--- src/design/vec_timer.sv ---
// Purpose : Shared constants for the vector relocation block and the
//           small countdown used for the change-enable window.
// Assumes : One clock, asynchronous active-low reset.
// Notes   : Package first so that both modules can reference it.

`timescale 1ns/1ps

// ****************************************************************
// Constants
// ****************************************************************
package vec_reloc_pkg;
    // Register map (byte addresses, one 32-bit word each)
    localparam logic [7:0]  ADDR_MCU_CONTROL  = 8'h00;
    localparam logic [7:0]  ADDR_STATUS       = 8'h04;
    // Field positions inside mcu_control
    localparam int          BIT_CHANGE_EN     = 0;
    localparam int          BIT_SELECT        = 1;
    localparam logic [7:0]  MCU_CONTROL_RST   = 8'h00;
    // Field positions inside the status word
    localparam int          BIT_ST_BLOCK      = 0;
    localparam int          BIT_ST_HOLD       = 1;
    localparam int          BIT_ST_IN_BOOT    = 2;
    // Change-enable window length in clock cycles
    localparam logic [2:0]  CHANGE_WINDOW     = 3'h4;
    // Flash word addresses
    localparam int          FLASH_AW          = 13;
    localparam logic [12:0] APP_START         = 13'h0000;
    localparam logic [12:0] VECTOR_OFFSET     = 13'h0001;
    localparam logic [12:0] BOOT_BASE_2K      = 13'h0C00;
    // Boot-size fuse code that selects the 2K section
    localparam logic [1:0]  BOOT_SIZE_2K      = 2'h0;
endpackage : vec_reloc_pkg

// ****************************************************************
// Countdown timer
// ****************************************************************
module vec_timer #(
    parameter int W = 3
) (
    input  wire logic         i_clk,
    input  wire logic         i_rst_b,
    input  wire logic         i_load,
    input  wire logic [W-1:0] i_value,
    input  wire logic         i_stop,
    output logic              o_active,
    output logic [W-1:0]      o_count
);
    logic [W-1:0] count_r;
    logic         active_r;

    // Load wins over stop so a re-arm in the same cycle is honoured
    always_ff @(posedge i_clk or negedge i_rst_b) begin
        if (!i_rst_b) begin
            count_r  <= '0;
            active_r <= 1'b0;
        end else if (i_load) begin
            count_r  <= i_value - W'(1);
            active_r <= 1'b1;
        end else if (i_stop || (active_r && count_r == '0)) begin
            count_r  <= '0;
            active_r <= 1'b0;
        end else if (active_r) begin
            count_r  <= count_r - W'(1);
        end
    end

    assign o_active = active_r;
    assign o_count  = count_r;
endmodule : vec_timer

--- src/design/vec_reloc.sv ---
// Purpose : Places the interrupt vector table and reset entry in flash,
//           guards the table select with a timed unlock, and gates
//           interrupts toward the core.
// Assumes : APB slave, zero wait states; fuses and lock bits static.
// Notes   : Global interrupt enable is only read, never written.
//
// Function
// (RULE_01) Select clear: vector table starts at beginning of flash.
// (RULE_02) Select set: table moves to boot section base from size fuses.
// (RULE_03) Software sets change-enable then writes select within four cycles.
// (RULE_04) Change-enable clears four cycles after set, or on select write.
// (RULE_05) Interrupts off from arming until instruction after write is done.
// (RULE_06) No select write: interrupts blocked four cycles, then released.
// (RULE_07) Automatic blocking never alters the global interrupt enable flag.
// (RULE_08) Vectors in boot, application lock set: no interrupts in app code.
// (RULE_09) Vectors in application, boot lock set: no interrupts in boot.
// (RULE_10) 2K boot section with select set: first vector at 0xC01.
// (RULE_11) Boot reset fuse programmed, 2K: reset at 0xC00; vectors 0x001.
// (RULE_12) Reset entry 0x000 if fuse unprogrammed, else boot reset address.
// (RULE_13) Select write without change-enable leaves placement unchanged.
// (RULE_14) After reset select and change-enable both read zero.
//
// The register addresses and the APB slave port were chosen for this implementation.

`timescale 1ns/1ps

module vec_reloc #(
    parameter logic [12:0] BOOT_BASE_1 = 13'h0E00,
    parameter logic [12:0] BOOT_BASE_2 = 13'h0800,
    parameter logic [12:0] BOOT_BASE_3 = 13'h0400
) (
    input  wire logic        i_clk,
    input  wire logic        i_rst_b,
    // APB slave
    input  wire logic        i_psel,
    input  wire logic        i_penable,
    input  wire logic        i_pwrite,
    input  wire logic [7:0]  i_paddr,
    input  wire logic [31:0] i_pwdata,
    output logic [31:0]      o_prdata,
    output logic             o_pready,
    output logic             o_pslverr,
    // Fuses and lock bits, 0 means programmed for the reset fuse
    input  wire logic        i_boot_reset_fuse,
    input  wire logic [1:0]  i_boot_size_fuses,
    input  wire logic        i_application_lock_bit,
    input  wire logic        i_boot_side_lock_bit,
    // Core side
    input  wire logic        i_exec_in_boot,
    input  wire logic        i_instr_done,
    input  wire logic        i_global_ie,
    input  wire logic        i_irq_req,
    output logic             o_irq_take,
    output logic             o_irq_block,
    output logic [12:0]      o_reset_addr,
    output logic [12:0]      o_vector_base,
    output logic             o_vector_table_select,
    output logic             o_vector_change_enable
);
    // ************************************************************
    // Bus decode
    // ************************************************************
    wire        acc_phase = i_psel && i_penable;
    wire        hit_ctl   = (i_paddr == vec_reloc_pkg::ADDR_MCU_CONTROL);
    wire        hit_stat  = (i_paddr == vec_reloc_pkg::ADDR_STATUS);
    wire        mapped    = hit_ctl || hit_stat;
    wire        ctl_wr    = acc_phase && i_pwrite && hit_ctl;
    wire        wr_ce     = i_pwdata[vec_reloc_pkg::BIT_CHANGE_EN];
    wire        wr_sel    = i_pwdata[vec_reloc_pkg::BIT_SELECT];

    // Zero wait states; unmapped addresses answer with an error
    assign o_pready  = 1'b1;
    assign o_pslverr = acc_phase && !mapped;

    // ************************************************************
    // Control register and unlock sequence
    // ************************************************************
    logic       sel_r;
    logic [5:0] spare_r;
    logic       hold_r;
    logic       ce_active;

    // Arming write: change-enable written as one
    wire arm      = ctl_wr && wr_ce;
    // Committing write: change-enable open and written as zero
    wire commit   = ctl_wr && !wr_ce && ce_active;

    // Window counter; a committing write ends it early
    vec_timer #(
        .W (3)
    ) u_window (
        .i_clk    (i_clk),
        .i_rst_b  (i_rst_b),
        .i_load   (arm),
        .i_value  (vec_reloc_pkg::CHANGE_WINDOW),
        .i_stop   (commit),                             // see (RULE_04)
        .o_active (ce_active),                          // see (RULE_04)
        .o_count  ()
    );

    // Select only moves on a committing write; reset clears it
    always_ff @(posedge i_clk or negedge i_rst_b) begin
        if (!i_rst_b) begin
            sel_r <= vec_reloc_pkg::MCU_CONTROL_RST[1]; // see (RULE_14)
        end else if (commit) begin
            sel_r <= wr_sel;                            // see (RULE_13)
        end
    end

    // Other control bits are plain storage for neighbouring logic
    always_ff @(posedge i_clk or negedge i_rst_b) begin
        if (!i_rst_b) begin
            spare_r <= vec_reloc_pkg::MCU_CONTROL_RST[7:2];
        end else if (ctl_wr) begin
            spare_r <= i_pwdata[7:2];
        end
    end

    // Block stays after commit until the core retires one more
    // instruction; a fresh arm takes over from the counter
    always_ff @(posedge i_clk or negedge i_rst_b) begin
        if (!i_rst_b) begin
            hold_r <= 1'b0;
        end else if (commit) begin
            hold_r <= 1'b1;                             // see (RULE_05)
        end else if (hold_r && i_instr_done) begin
            hold_r <= 1'b0;
        end
    end

    // ************************************************************
    // Vector and reset placement
    // ************************************************************
    logic [12:0] boot_base;
    always_comb begin
        boot_base = BOOT_BASE_3;
        if (i_boot_size_fuses == vec_reloc_pkg::BOOT_SIZE_2K) begin
            boot_base = vec_reloc_pkg::BOOT_BASE_2K;     // see (RULE_10)
        end else if (i_boot_size_fuses == 2'h1) begin
            boot_base = BOOT_BASE_1;
        end else if (i_boot_size_fuses == 2'h2) begin
            boot_base = BOOT_BASE_2;
        end
    end

    // Table base follows the select; reset entry follows only the reset and size fuses
    wire [12:0] table_start = sel_r ? boot_base               // see (RULE_02)
                                    : vec_reloc_pkg::APP_START; // see (RULE_01)
    assign o_vector_base = table_start + vec_reloc_pkg::VECTOR_OFFSET;
    assign o_reset_addr  = i_boot_reset_fuse
                         ? vec_reloc_pkg::APP_START    // see (RULE_12)
                         : boot_base;                  // see (RULE_11)

    // ************************************************************
    // Interrupt gating
    // ************************************************************
    // Lock suppression depends on where the table is versus where
    // the code runs; a locked section must not jump into the other
    wire lock_app   = sel_r && i_application_lock_bit
                      && !i_exec_in_boot;              // see (RULE_08)
    wire lock_boot  = !sel_r && i_boot_side_lock_bit
                      && i_exec_in_boot;               // see (RULE_09)
    wire lock_block = lock_app || lock_boot;
    // Timed block is a gate only: the enable flag passes untouched
    assign o_irq_block = ce_active || hold_r;          // see (RULE_06)
    assign o_irq_take  = i_irq_req && i_global_ie && !o_irq_block
                       && !lock_block;                 // see (RULE_07)

    assign o_vector_table_select  = sel_r;
    assign o_vector_change_enable = ce_active;

    // ************************************************************
    // Read data
    // ************************************************************
    wire [7:0] ctl_rd  = {spare_r, sel_r, ce_active};
    wire [7:0] stat_rd = {5'h00, i_exec_in_boot, hold_r, o_irq_block};
    wire [31:0] rd_mux = hit_ctl  ? {24'h000000, ctl_rd}
                       : hit_stat ? {24'h000000, stat_rd}
                       : 32'h00000000;

    // Captured in the setup cycle so data is steady during access
    always_ff @(posedge i_clk or negedge i_rst_b) begin
        if (!i_rst_b) begin
            o_prdata <= 32'h00000000;
        end else if (i_psel && !i_penable && !i_pwrite) begin
            o_prdata <= rd_mux;
        end
    end

    // ************************************************************
    // Assertions
    // ************************************************************
    // Length of the current change-enable run, for timing checks
    logic [3:0] ce_run;
    always_ff @(posedge i_clk or negedge i_rst_b) begin
        if (!i_rst_b) begin
            ce_run <= 4'h0;
        end else if (arm) begin
            ce_run <= 4'h1;
        end else if (ce_active) begin
            ce_run <= ce_run + 4'h1;
        end else begin
            ce_run <= 4'h0;
        end
    end

    property p_base_app;
        @(posedge i_clk) disable iff (!i_rst_b)
        !sel_r |-> o_vector_base == 13'h0001;
    endproperty
    a_base_app: assert property (p_base_app) // see (RULE_01)
        else $error("vector base not at flash start");

    property p_base_boot;
        @(posedge i_clk) disable iff (!i_rst_b)
        sel_r && i_boot_size_fuses == 2'h0 |-> o_vector_base == 13'h0C01;
    endproperty
    a_base_boot: assert property (p_base_boot) // see (RULE_10)
        else $error("boot vector base wrong");

    property p_ce_four;
        @(posedge i_clk) disable iff (!i_rst_b)
        $fell(ce_active) && !$past(ctl_wr) |-> $past(ce_run) == 4'h4;
    endproperty
    a_ce_four: assert property (p_ce_four) // see (RULE_04)
        else $error("change enable not cleared after four cycles");

    property p_ce_commit_clear;
        @(posedge i_clk) disable iff (!i_rst_b)
        commit |=> !ce_active && hold_r;
    endproperty
    a_ce_commit_clear: assert property (p_ce_commit_clear) // see (RULE_04)
        else $error("change enable not cleared by select write");

    // Only three cycles are sure: a commit two edges after the arm,
    // followed by a retire at once, may end the block on the fourth
    property p_block_during;
        @(posedge i_clk) disable iff (!i_rst_b)
        arm |=> o_irq_block throughout (!o_irq_take [*3]);
    endproperty
    a_block_during: assert property (p_block_during) // see (RULE_05)
        else $error("interrupt taken during change window");

    property p_release;
        @(posedge i_clk) disable iff (!i_rst_b)
        $fell(ce_active) && !$past(ctl_wr) && !hold_r |-> !o_irq_block;
    endproperty
    a_release: assert property (p_release) // see (RULE_06)
        else $error("interrupts still blocked after window");

    property p_lock_app;
        @(posedge i_clk) disable iff (!i_rst_b)
        sel_r && i_application_lock_bit && !i_exec_in_boot |-> !o_irq_take;
    endproperty
    a_lock_app: assert property (p_lock_app) // see (RULE_08)
        else $error("interrupt taken in locked application");

    property p_lock_boot;
        @(posedge i_clk) disable iff (!i_rst_b)
        !sel_r && i_boot_side_lock_bit && i_exec_in_boot |-> !o_irq_take;
    endproperty
    a_lock_boot: assert property (p_lock_boot) // see (RULE_09)
        else $error("interrupt taken in locked boot section");

    property p_reset_entry;
        @(posedge i_clk) disable iff (!i_rst_b)
        !i_boot_reset_fuse && i_boot_size_fuses == 2'h0
            |-> o_reset_addr == 13'h0C00;
    endproperty
    a_reset_entry: assert property (p_reset_entry) // see (RULE_11)
        else $error("boot reset entry wrong");

    property p_reset_app;
        @(posedge i_clk) disable iff (!i_rst_b)
        i_boot_reset_fuse |-> o_reset_addr == 13'h0000;
    endproperty
    a_reset_app: assert property (p_reset_app) // see (RULE_12)
        else $error("application reset entry wrong");

    property p_locked_sel;
        @(posedge i_clk) disable iff (!i_rst_b)
        ctl_wr && !ce_active |=> sel_r == $past(sel_r);
    endproperty
    a_locked_sel: assert property (p_locked_sel) // see (RULE_13)
        else $error("select changed without unlock");

    c_commit: cover property (@(posedge i_clk) disable iff (!i_rst_b)
        arm ##[2:3] commit);
    c_timeout: cover property (@(posedge i_clk) disable iff (!i_rst_b)
        $fell(ce_active) && !$past(ctl_wr));
    c_hold_end: cover property (@(posedge i_clk) disable iff (!i_rst_b)
        hold_r ##1 !hold_r);
    c_take: cover property (@(posedge i_clk) disable iff (!i_rst_b)
        o_irq_take && sel_r);
endmodule : vec_reloc

--- config.mk ---
export PLATFORM = sky130hd
export DESIGN_NAME = vec_reloc
export DESIGN_NICKNAME = d
export VERILOG_FILES = /design/src/design/vec_timer.sv /design/src/design/vec_reloc.sv
export SDC_FILE = /design/constraint.sdc
export NUM_CORES = 1
export LEC_CHECK = 0
export ABC_CLOCK_PERIOD_IN_PS = 3050
export BUFFER_PORTS_ARGS = -buffer_cell sky130_fd_sc_hd__buf_2
export CAP_MARGIN = 30
export CORE_MARGIN = 8
export CORE_UTILIZATION = 42
export CTS_BUF_LIST = sky130_fd_sc_hd__clkbuf_8
export CTS_CLUSTER_SIZE = 30
export DETAILED_ROUTE_END_ITERATION = 8
export GPL_TIMING_DRIVEN = 0
export HOLD_SLACK_MARGIN = 0.02
export PLACE_DENSITY = 0.88
export REMOVE_ABC_BUFFERS = 1
export SETUP_SLACK_MARGIN = 0.15
export SLEW_MARGIN = 10
export SYNTH_ARGS = -nofsm -noshare
export SYNTH_HDL_FRONTEND = slang
export SYNTH_SLANG_ARGS = --single-unit
--- constraint.sdc ---
create_clock -name i_clk -period 3.05 [get_ports i_clk]
set_clock_uncertainty 0.1 [all_clocks]
set_input_delay 0.1525 -clock i_clk [delete_from_list [all_inputs] [get_ports i_clk]]
set_output_delay 0.1525 -clock i_clk [all_outputs]
set_load 0.005 [all_outputs]
==> metrics, run 1 <==
worst setup slack after layout 1.146 ns; HPWL after detailed placement between 2000 and 3000 um; number of distinct standard cells referenced by the synthesized netlist 29; number of diodes 0; area of the die 5208 um^2; Worst Setup Start Kind input port; number of nets with antenna violations after detailed routing 0; number of enable flip-flop cells after synthesis 0; # port buffers 48; fraction of post-synthesis cell area in the top cell type by area 37.77%; headroom to the max-slew limit between 50% and 60%; largest net degree at the start of global routing 21; total vias in the final route 1000; antenna violations before repair 0; most common cell in the netlist sky130_fd_sc_hd__buf_4; critical-path cell list buf_2 > or4_4 > or4_4 > and3_2 > buf_2; global-route wire length before repair 4678 um; Clock Pin Slew Worst Setup and Hold Paths 0.06 ns; Final setup violation count 0; post-route core utilization 50.91%; power density cells 381.3 nW/um^2; horizontal die dimension slightly above 70 um; Slew @ Worst Pin 0.6628 ns; drt first-iter violations 28; clock root buffer sky130_fd_sc_hd__clkbuf_8; cell taking the most area after synthesis sky130_fd_sc_hd__dfrtp_1; Fin. Hold Viols 0; iteration count of the initial detailed-routing pass 4; effective utilization at floorplan between 40 and 50%; global router's overall resource usage 11.32%; number of nets in the layout 244; sequential cell area fraction in the yosys report between 30 and 40%; number of ports placed on the die boundary 118; top post-synthesis cells by count sky130_fd_sc_hd__buf_4, sky130_fd_sc_hd__dfrtp_1, sky130_fd_sc_hd__mux2_2; outcome finished, final reports clean; reported max-cap violation count 0; floorplan row count 20; Area Growth Syn to Fin 16.34%; type of the worst min-delay path input port to flop; biggest cell delay along the critical path 0.58 ns; part of the cycle the worst path needs between 60% and 70%; CTS H-tree lvls 1; post-synthesis instance total 132; Post-Place Worst Slack 1.133 ns; clock latency of the later-clocked register in the worst-skew pair 0.27 ns; mean instance size in the synthesized netlist 10.04 um^2; proportion of layout cells with a drive suffix above 1 36.56%; number of warning messages in the yosys log 0; clock buffers created by TritonCTS 3; area of the mapped netlist roughly 1300 um^2; Static Leak 0.0008788 uW; maximum fanout along the worst path 5; Post-CTS Setup Repair Bufs 0; achievable frequency 525.2 MHz; total negative slack 0 ns; slowest cell on the critical path sky130_fd_sc_hd__or4_4; R2R Setup Slk 1.45 ns; critical path depth in cells 5; Die H 72.17 um; Final GP Congestion 0.7431; required time reported for the critical path endpoint 2.80 ns; total routed wirelength 3145 um; post_cts resized 0; top_reg_cell synth sky130_fd_sc_hd__dfrtp_1; element type at the critical path end primary output; clock tree from TritonCTS done; RSZ-0062 raised after global routing false; Congestion Overflow GR 0; drt wl/cell 13.67 um; kind of critical path input port to primary output; post-synthesis async set-or-reset flop share 100.0%; clock tree buffer depth 2; number of cells on the worst hold path 2; number of sinks on the clock net 20; WP buf/inv 2; final worst path period need 1.904 ns; VDD IR-drop max 0.2762 mV; area of the core region between 3000 and 4000 um^2; crit-path leading delay family simple AND/OR/NAND/NOR gates; Vias per Instance 4.348; Power, Total 587.8 uW; signal arrival time at the worst endpoint 1.65 ns; number of pins with negative max-slew slack in the final report 0; number of global-route vias before repair 1022; # fillers 290; post-synthesis sequential element count 20; top area cells in the synthesized netlist sky130_fd_sc_hd__dfrtp_1, sky130_fd_sc_hd__buf_4, sky130_fd_sc_hd__mux2_2, sky130_fd_sc_hd__or4_4, sky130_fd_sc_hd__a22o_1; worst-case reg-to-reg path depth 6; DR DRC count 0
[flip-flops by register name, indices dropped and copies added, names as in the netlist]
register	count
spare_r	6
o_prdata	8
o_vector_table_select	1
u_window.o_count	3
hold_r	1
u_window.o_active	1
[layer usage]
layer	GRT usage, %	wire length (um)	part of all wire (%)
met1	10.27	1107	35
met2	20.66	1557	50
met3	6.474	448	14
met4	3.401	31	0.99
met5	0	0	0
[power breakdown]
group          switching [uW]  internal (uW)
sequential               8.46            284
combinational            65.2           54.7
clock                    87.5           88.3
total                     161            427
[timing repair]
action / 4_1_cts / 5_1_grt
setup endpoints to repair: 0 / 0
hold endpoints to repair: 23 / 2
hold buffers: 4 / 2
[final timing paths]
check,to,from
worst max-delay path,o_pslverr,i_paddr[5]
worst min-delay path,spare_r[2]$_DFFE_PN0N_,i_pwdata[4]
worst max register to register,u_window.o_count[1]$_DFFE_PN0P_,u_window.o_count[0]$_DFFE_PN0P_
worst min register to register,o_prdata[0]$_DFFE_PN0P_,o_prdata[0]$_DFFE_PN0P_
max in group asynchronous,spare_r[2]$_DFFE_PN0N_,i_rst_b
min in group asynchronous,u_window.o_count[0]$_DFFE_PN0P_,i_rst_b
[final cells by class]
cell class	instances	area (um^2)	area share, %
multi-input cells	103	621.8	40.34
flip-flops and latches	20	500.5	32.47
inverters	6	22.52	1.461
well taps	44	55.05	3.571
clock buffers	3	41.29	2.679
repair buffers	54	300.3	19.48
[metrics by stage]
step,hold WS [ns],instances,instance area [um^2]
3_5_place_dp,0.02493,221,1440
6_report,0.03177,230,1541
5_1_grt,0.02843,230,1541
4_1_cts,0.02241,228,1521
2_1_floorplan,-0.2431,129,1145
3_3_place_gp,0.02010,221,1440
[cell families after synthesis]
family / count (synthesis) / synth area share (%)
other cells: 2 / 0.5668
mux: 9 / 7.460
fa+ha+maj: 2 / 1.888
flops: 20 / 37.77
buf+inv: 52 / 27.48
compound gates: 19 / 10.39
simple gates: 28 / 14.45
[placed cells by master (no fill, tap or decap)]
cell,count
sky130_fd_sc_hd__a22o_1,5
sky130_fd_sc_hd__nand2_1,5
sky130_fd_sc_hd__nor3_4,1
sky130_fd_sc_hd__inv_1,6
sky130_fd_sc_hd__ha_1,2
sky130_fd_sc_hd__or4_4,4
sky130_fd_sc_hd__mux2_2,7
sky130_fd_sc_hd__clkbuf_8,3
sky130_fd_sc_hd__o21ai_0,2
sky130_fd_sc_hd__a21boi_0,2
sky130_fd_sc_hd__mux2i_1,2
sky130_fd_sc_hd__a21oi_1,3
sky130_fd_sc_hd__o31ai_1,3
sky130_fd_sc_hd__nand3_1,1
sky130_fd_sc_hd__dfrtp_1,20
sky130_fd_sc_hd__nor3b_1,1
sky130_fd_sc_hd__nand2b_1,5
sky130_fd_sc_hd__and3_2,1
sky130_fd_sc_hd__o211ai_1,2
sky130_fd_sc_hd__or3b_2,1
sky130_fd_sc_hd__a21o_1,1
sky130_fd_sc_hd__nand3b_1,1
sky130_fd_sc_hd__nor3_1,3
sky130_fd_sc_hd__or2_2,3
sky130_fd_sc_hd__nor2_1,1
sky130_fd_sc_hd__o2bb2ai_1,1
sky130_fd_sc_hd__conb_1,45
sky130_fd_sc_hd__dlygate4sd3_1,6
sky130_fd_sc_hd__buf_2,48
sky130_fd_sc_hd__nor4_1,1
Power figures use the tool's default switching activity.
==> inputs of run 2 (changes only) <==
Settings changed: ABC_CLOCK_PERIOD_IN_PS 3050 to 1800, CORE_UTILIZATION 42 to 39, PLACE_DENSITY 0.88 to 0.83.
Clock period 3.05 ns to 1.8 ns, I/O delays scaled along.
==> run 2 against run 1 <==
Effect of this change: hold slack improved by 0.052 ns; largest power group unchanged; cell count increased by 3.9%; critical path type unchanged; critical path depth stayed put; worst setup slack worse by 0.98 ns; global-route usage is 0.61 points lower; largest cell class unchanged; highest routed layer unchanged; cell area is 6.4% higher; core utilization shrank 1.4 points; non-clock buffer count is 7 higher; via count increased by 4.0%; sequential power grew 70%; count of clock-buffer cells in the layout unchanged; sequential share of layout area fell by 1.9 points.
==> metrics, run 2 (synthesis gave the netlist of run 1 again) <==
sequential group share of total power 49.3% (-0.4 points); global router's overall resource usage 10.71% (-0.61 points); Static Leak 0.0009146 uW (+4.1%); Final setup violation count 0 (unchanged); RSZ-0062 raised after global routing true; Net Switching 272.1 uW (+69%); required time reported for the critical path endpoint 1.61 ns (-1.19 ns); most common cell after layout, fill and taps aside sky130_fd_sc_hd__buf_2; number of pins with negative max-slew slack in the final report 0 (unchanged); VDD IR-drop max 0.6169 mV (+120%); area of the core region 3311 um^2 (+9.3%); power density cells 612.8 nW/um^2 (+61%); largest net degree at the start of global routing 21 (unchanged); Gate power share 22.1% (+1.7 points); number of nets with antenna violations after detailed routing 0 (unchanged); Fin. Hold Viols 0 (unchanged); signal arrival time at the worst endpoint 1.44 ns (-0.21 ns); Final GP Congestion 0.7349 (-1.1%); global-route wire length before repair 4643 um (-0.75%); worst hold path startpoint i_exec_in_boot; Worst R2R Start u_window.o_count[0]$_DFFE_PN0P_; number of sinks on the clock net 20 (unchanged); slowest cell on the critical path sky130_fd_sc_hd__or4_4; number of global-route vias before repair 988 (-3.3%); cell-internal power 733.1 uW (+72%); # fillers 339 (+17%); total routed wirelength 3239 um (+3.0%); drt first-iter violations 30 (+7.1%); horizontal die dimension 74.29 um (+2.9%); total negative slack 0 ns (unchanged); Worst Setup Start Kind input port; antenna violations before repair 0 (unchanged); number of diodes 0 (unchanged); Die H 74.29 um (+2.9%); critical-path cell list buf_6 > or4_4 > or4_4 > and3_4 > buf_6; clock tree from TritonCTS done; critical path startpoint i_paddr[6]; register ranked first by flip-flop count o_prdata; Slew @ Worst Pin 0.6129 ns (-0.04981 ns); number of nets in the layout 251 (+2.9%); clock buffers created by TritonCTS 3 (unchanged); Clock Pin Slew Worst Setup and Hold Paths 0.07 ns (about the same); iteration count of the initial detailed-routing pass 4 (unchanged); top library cells by usage in the layout, fill and taps aside sky130_fd_sc_hd__buf_2, sky130_fd_sc_hd__conb_1, sky130_fd_sc_hd__dfrtp_1; maximum fanout along the worst path 2 (-3); share of power burned in the clock network 28.6% (-1.3 points); element type at the critical path end primary output; effective utilization at floorplan 40.02% (-3.7 points); fraction of power spent switching nets 27.07% (-0.34 points); headroom to the max-slew limit 58.82% (+3.3 points); # port buffers 48 (unchanged); achievable frequency 611.8 MHz; clock latency of the later-clocked register in the worst-skew pair 0.26 ns (about the same); reported max-cap violation count 0 (unchanged); Area Growth Syn to Fin 23.80%; Post-Place Worst Slack -0.05626 ns (-1.189 ns); WP buf/inv 2 (unchanged); Vias per Instance 4.351 (about the same); HPWL after detailed placement 2563 um (-2.1%); DR DRC count 0 (unchanged); proportion of layout cells with a drive suffix above 1 38.34% (+1.8 points); Largest register FFs 8 (unchanged); total vias in the final route 1040 (+4.0%); final worst path period need 1.634 ns; part of the cycle the worst path needs a little over 90%; number of ports placed on the die boundary 118 (unchanged); crit-path leading delay family simple AND/OR/NAND/NOR gates; Congestion Overflow GR 0 (unchanged); CTS H-tree lvls 1 (unchanged); clock root buffer sky130_fd_sc_hd__clkbuf_8; kind of critical path input port to primary output; drt wl/cell 13.55 um (-0.89%); area of the die 5518 um^2 (+6.0%); outcome finished, final reports clean; type of the worst min-delay path input port to flop; clock tree buffer depth 2 (unchanged); biggest cell delay along the critical path 0.54 ns (-0.04 ns); worst setup slack after layout 0.1656 ns (-0.9805 ns); floorplan row count 21 (+5.0%)
-- run 2: stage by stage --
step / power, uW / hold slack [ns] / std cells / cell area [um^2] / utilization, %
after global placement: 679.1 / -0.03883 / 223 / 1443 / 43.58
after floorplan: 615.0 / -0.3056 / 129 / 1145 / -
after global routing: 1069 / 0.1215 / 239 / 1640 / 49.55
after detailed placement: 700.1 / -0.03493 / 223 / 1443 / 43.58
final: 1005 / 0.08375 / 239 / 1640 / 49.55
after CTS: 1007 / 0.08633 / 237 / 1605 / 48.49
-- run 2: worst register-to-register path: stages, from the launching register on --
cell and delay, ns:
sky130_fd_sc_hd__dfrtp_1 0.35, sky130_fd_sc_hd__inv_1 0.07, sky130_fd_sc_hd__ha_1 0.20, sky130_fd_sc_hd__ha_1 0.17
sky130_fd_sc_hd__nand2b_1 0.17, sky130_fd_sc_hd__or2_2 0.28, sky130_fd_sc_hd__o211ai_1 0.16
-- run 2: worst paths after layout --
check | cells after the start | endpoint | slack (ns)
max | 5 | o_pslverr | 0.17
min | 3 | o_prdata[2]$_DFFE_PN0P_ | 0.08
max reg2reg | 6 | u_window.o_count[1]$_DFFE_PN0P_ | 0.21
min reg2reg | 2 | o_prdata[1]$_DFFE_PN0P_ | 0.39
max in group asynchronous | 2 | u_window.o_active$_DFFE_PN0P_ | 1.04
min in group asynchronous | 2 | hold_r$_DFFE_PN0P_ | 0.22
-- run 2: power groups by stage --
stage	sequential, uW	combinational [uW]	clock, uW
2_1_floorplan	500	115	0
3_3_place_gp	501	178	0
3_5_place_dp	504	196	0
4_1_cts	495	219	293
5_1_grt	500	254	315
6_report	496	222	287
-- run 2: area by class of cell --
class | count | area, um^2 | area share (%)
well taps | 46 | 57.56 | 3.509
clock buffers | 3 | 41.29 | 2.517
inverters | 6 | 22.52 | 1.373
repair buffers | 61 | 385.4 | 23.49
flip-flops and latches | 20 | 501.7 | 30.59
multi-input cells | 103 | 631.9 | 38.52
-- run 2: layer usage --
metal,vias up,wire [um],track usage [%]
met2,61,1527,18.16
li1,482,-,-
met1,495,1241,11.90
met3,2,456,5.660
met5,-,0,0
met4,0,14,1.304
-- run 2: repair_timing --
item	CTS	global route
setup buffers	2	2
resized for setup	3	2
hold buffers	9	0
setup endpoints to repair	1	10
endpoints found under the hold margin	28	0
pin swaps	3	2
==> inputs of run 3 (changes only) <==
Settings changed: BUFFER_PORTS_ARGS -buffer_cell sky130_fd_sc_hd__buf_2 to unset, CORE_MARGIN 8 to 5, CORE_UTILIZATION 39 to 45, DONT_BUFFER_PORTS set to 1, PLACE_DENSITY 0.83 to 0.6, SETUP_SLACK_MARGIN 0.15 to 0.4.
==> run 3 against run 2 <==
Effect of this change: worst setup slack improved by 0.17 ns; sequential power about the same; non-clock buffer count decreased by 42; count of clock-buffer cells in the layout unchanged; sequential cell count unchanged; first-iteration DRC count decreased by 40%; hold slack got worse by 0.010 ns; global-route usage increased by 1.8 points; highest routed layer unchanged.
==> metrics, run 3 (synthesis gave the netlist of run 1 again) <==
outcome finished, final reports clean; clock tree from TritonCTS done; number of nets with antenna violations after detailed routing 0 (unchanged); global-route wire length before repair 4167 um (-10%); Congestion Overflow GR 0 (unchanged); part of the cycle the worst path needs 81.12% (-9.7 points); post-route core utilization 55.83% (+6.3 points); Die H 64.27 um (-13%); final worst path period need 1.460 ns (-0.1742 ns); Net Switching 299.2 uW (+10%); CTS H-tree lvls 1 (unchanged); cell-internal power 911.8 uW (+24%); DR DRC count 0 (unchanged); global router's overall resource usage 12.52% (+1.8 points); Fin. Hold Viols 0 (unchanged); critical-path cell list or4_4 > or4_4 > and3_4; power density cells 779.9 nW/um^2 (+27%); cell occurring most often along the worst timing path sky130_fd_sc_hd__or4_4; area of the die 4130 um^2 (-25%); Clock Pin Slew Worst Setup and Hold Paths 0.07 ns (about the same); iteration count of the initial detailed-routing pass 4 (unchanged); sequential group share of total power 41.1% (-8.2 points); Post-Place Worst Slack 0.05772 ns (+0.1140 ns); total vias in the final route 911 (-12%); element type at the critical path end primary output; biggest cell delay along the critical path 0.56 ns (+0.02 ns); clock tree buffer depth 2 (unchanged); Worst Setup Start Kind input port; Power, Total 1211 uW (+20%); clock buffers created by TritonCTS 3 (unchanged); number of sinks on the clock net 20 (unchanged); signal arrival time at the worst endpoint 1.27 ns (-0.17 ns); effective utilization at floorplan 47.64% (+7.6 points); Vias per Instance 4.978 (+14%); maximum fanout along the worst path 3 (+1); achievable frequency 684.8 MHz (+12%); drt wl/cell 16.08 um (+19%); clock latency of the later-clocked register in the worst-skew pair 0.26 ns (about the same); R2R Setup Slk 0.36 ns (+0.15 ns); share of power burned in the clock network 36.9% (+8.3 points); Largest register FFs 8 (unchanged); area of the core region 2781 um^2 (-16%); Final setup violation count 0 (unchanged); Final GP Congestion 0.7595 (+3.3%); fraction of power spent switching nets 24.71% (-2.4 points); number of diodes 0 (unchanged); proportion of layout cells with a drive suffix above 1 26.32% (-12 points); largest net degree at the start of global routing 21 (unchanged); number of global-route vias before repair 862 (-13%); register ranked first by flip-flop count o_prdata; number of ports placed on the die boundary 118 (unchanged); antenna violations before repair 0 (unchanged); worst hold margin 0.07347 ns (-0.01028 ns); VDD IR-drop max 0.6830 mV (+11%); most common cell after layout, fill and taps aside sky130_fd_sc_hd__conb_1; Area Growth Syn to Fin 17.19%; clock root buffer sky130_fd_sc_hd__clkbuf_8; kind of critical path input port to primary output; RSZ-0062 raised after global routing true; reported max-cap violation count 0 (unchanged); floorplan row count 19 (-9.5%); drt first-iter violations 18 (-40%); HPWL after detailed placement 2131 um (-17%); slowest cell on the critical path sky130_fd_sc_hd__or4_4; top library cells by usage in the layout, fill and taps aside sky130_fd_sc_hd__conb_1, sky130_fd_sc_hd__dfrtp_1, sky130_fd_sc_hd__dlygate4sd3_1; horizontal die dimension 64.27 um (-13%); total routed wirelength 2943 um (-9.1%); type of the worst min-delay path input port to flop; total negative slack 0 ns (unchanged); # port buffers 0 (-100%); Gate power share 22.0% (about the same); worst setup slack after layout 0.3398 ns (+0.1742 ns); required time reported for the critical path endpoint 1.61 ns (about the same); number of pins with negative max-slew slack in the final report 0 (unchanged); number of nets in the layout 209 (-17%); Static Leak 0.0007674 uW (-16%)
run 3: layout make-up:
type	count	area, um^2
sequential	20	503.0
clock inverter	1	30.03
timing repair buffer	19	195.2
fill	233	1229
tap	31	38.79
inverter	6	22.52
clock buffer	3	41.29
multi-input combinational	103	721.9
run 3: per-stage QoR:
stage          instances  instance area [um^2]
3_3_place_gp         160                  1184
4_1_cts              180                  1449
6_report             183                  1553
5_1_grt              183                  1553
2_1_floorplan        129                  1145
3_5_place_dp         160                  1184
run 3: layer usage:
layer / up-vias / track usage [%] / routed length (um)
met5: - / 0 / 0
met2: 69 / 22.39 / 1459
li1: 402 / - / -
met4: 0 / 3.817 / 20
met1: 435 / 13.42 / 1030
met3: 5 / 4.904 / 433
run 3: path summary, 6_finish.rpt:
path                                                      start                           endpoint  cells past startpoint
worst max-delay path                                 i_paddr[5]                          o_pslverr                      3
worst min-delay path                                 i_paddr[3]            o_prdata[0]$_DFFE_PN0P_                      3
worst max register to register  u_window.o_count[0]$_DFFE_PN0P_    u_window.o_count[1]$_DFFE_PN0P_                      6
worst min register to register           spare_r[3]$_DFFE_PN0N_            o_prdata[5]$_DFFE_PN0P_                      1
max in group asynchronous                               i_rst_b  o_vector_table_select$_DFFE_PN0P_                      3
min in group asynchronous                               i_rst_b            o_prdata[5]$_DFFE_PN0P_                      2
run 3: power by group through the flow:
stage                     sequential, uW  combinational (uW)  clock, uW
after floorplan                      500                 115          0
after global placement               502                 127          0
after detailed placement             503                 136          0
after CTS                            498                 217        457
after global routing                 499                 295        474
final                                498                 266        447
run 3: repair_timing:
action                                 CTS  global route
resized for setup                       12            11
setup endpoints to repair               12             9
endpoints found under the hold margin   32             1
setup buffers                            4             1
pin swaps                                5             6
hold buffers                            12             1
run 3: worst max-delay path, delay by kind of cell:
| kind | cells | cell delay (ns) |
|---|---|---|
| and+or+nand+nor | 3 | 1.17 |
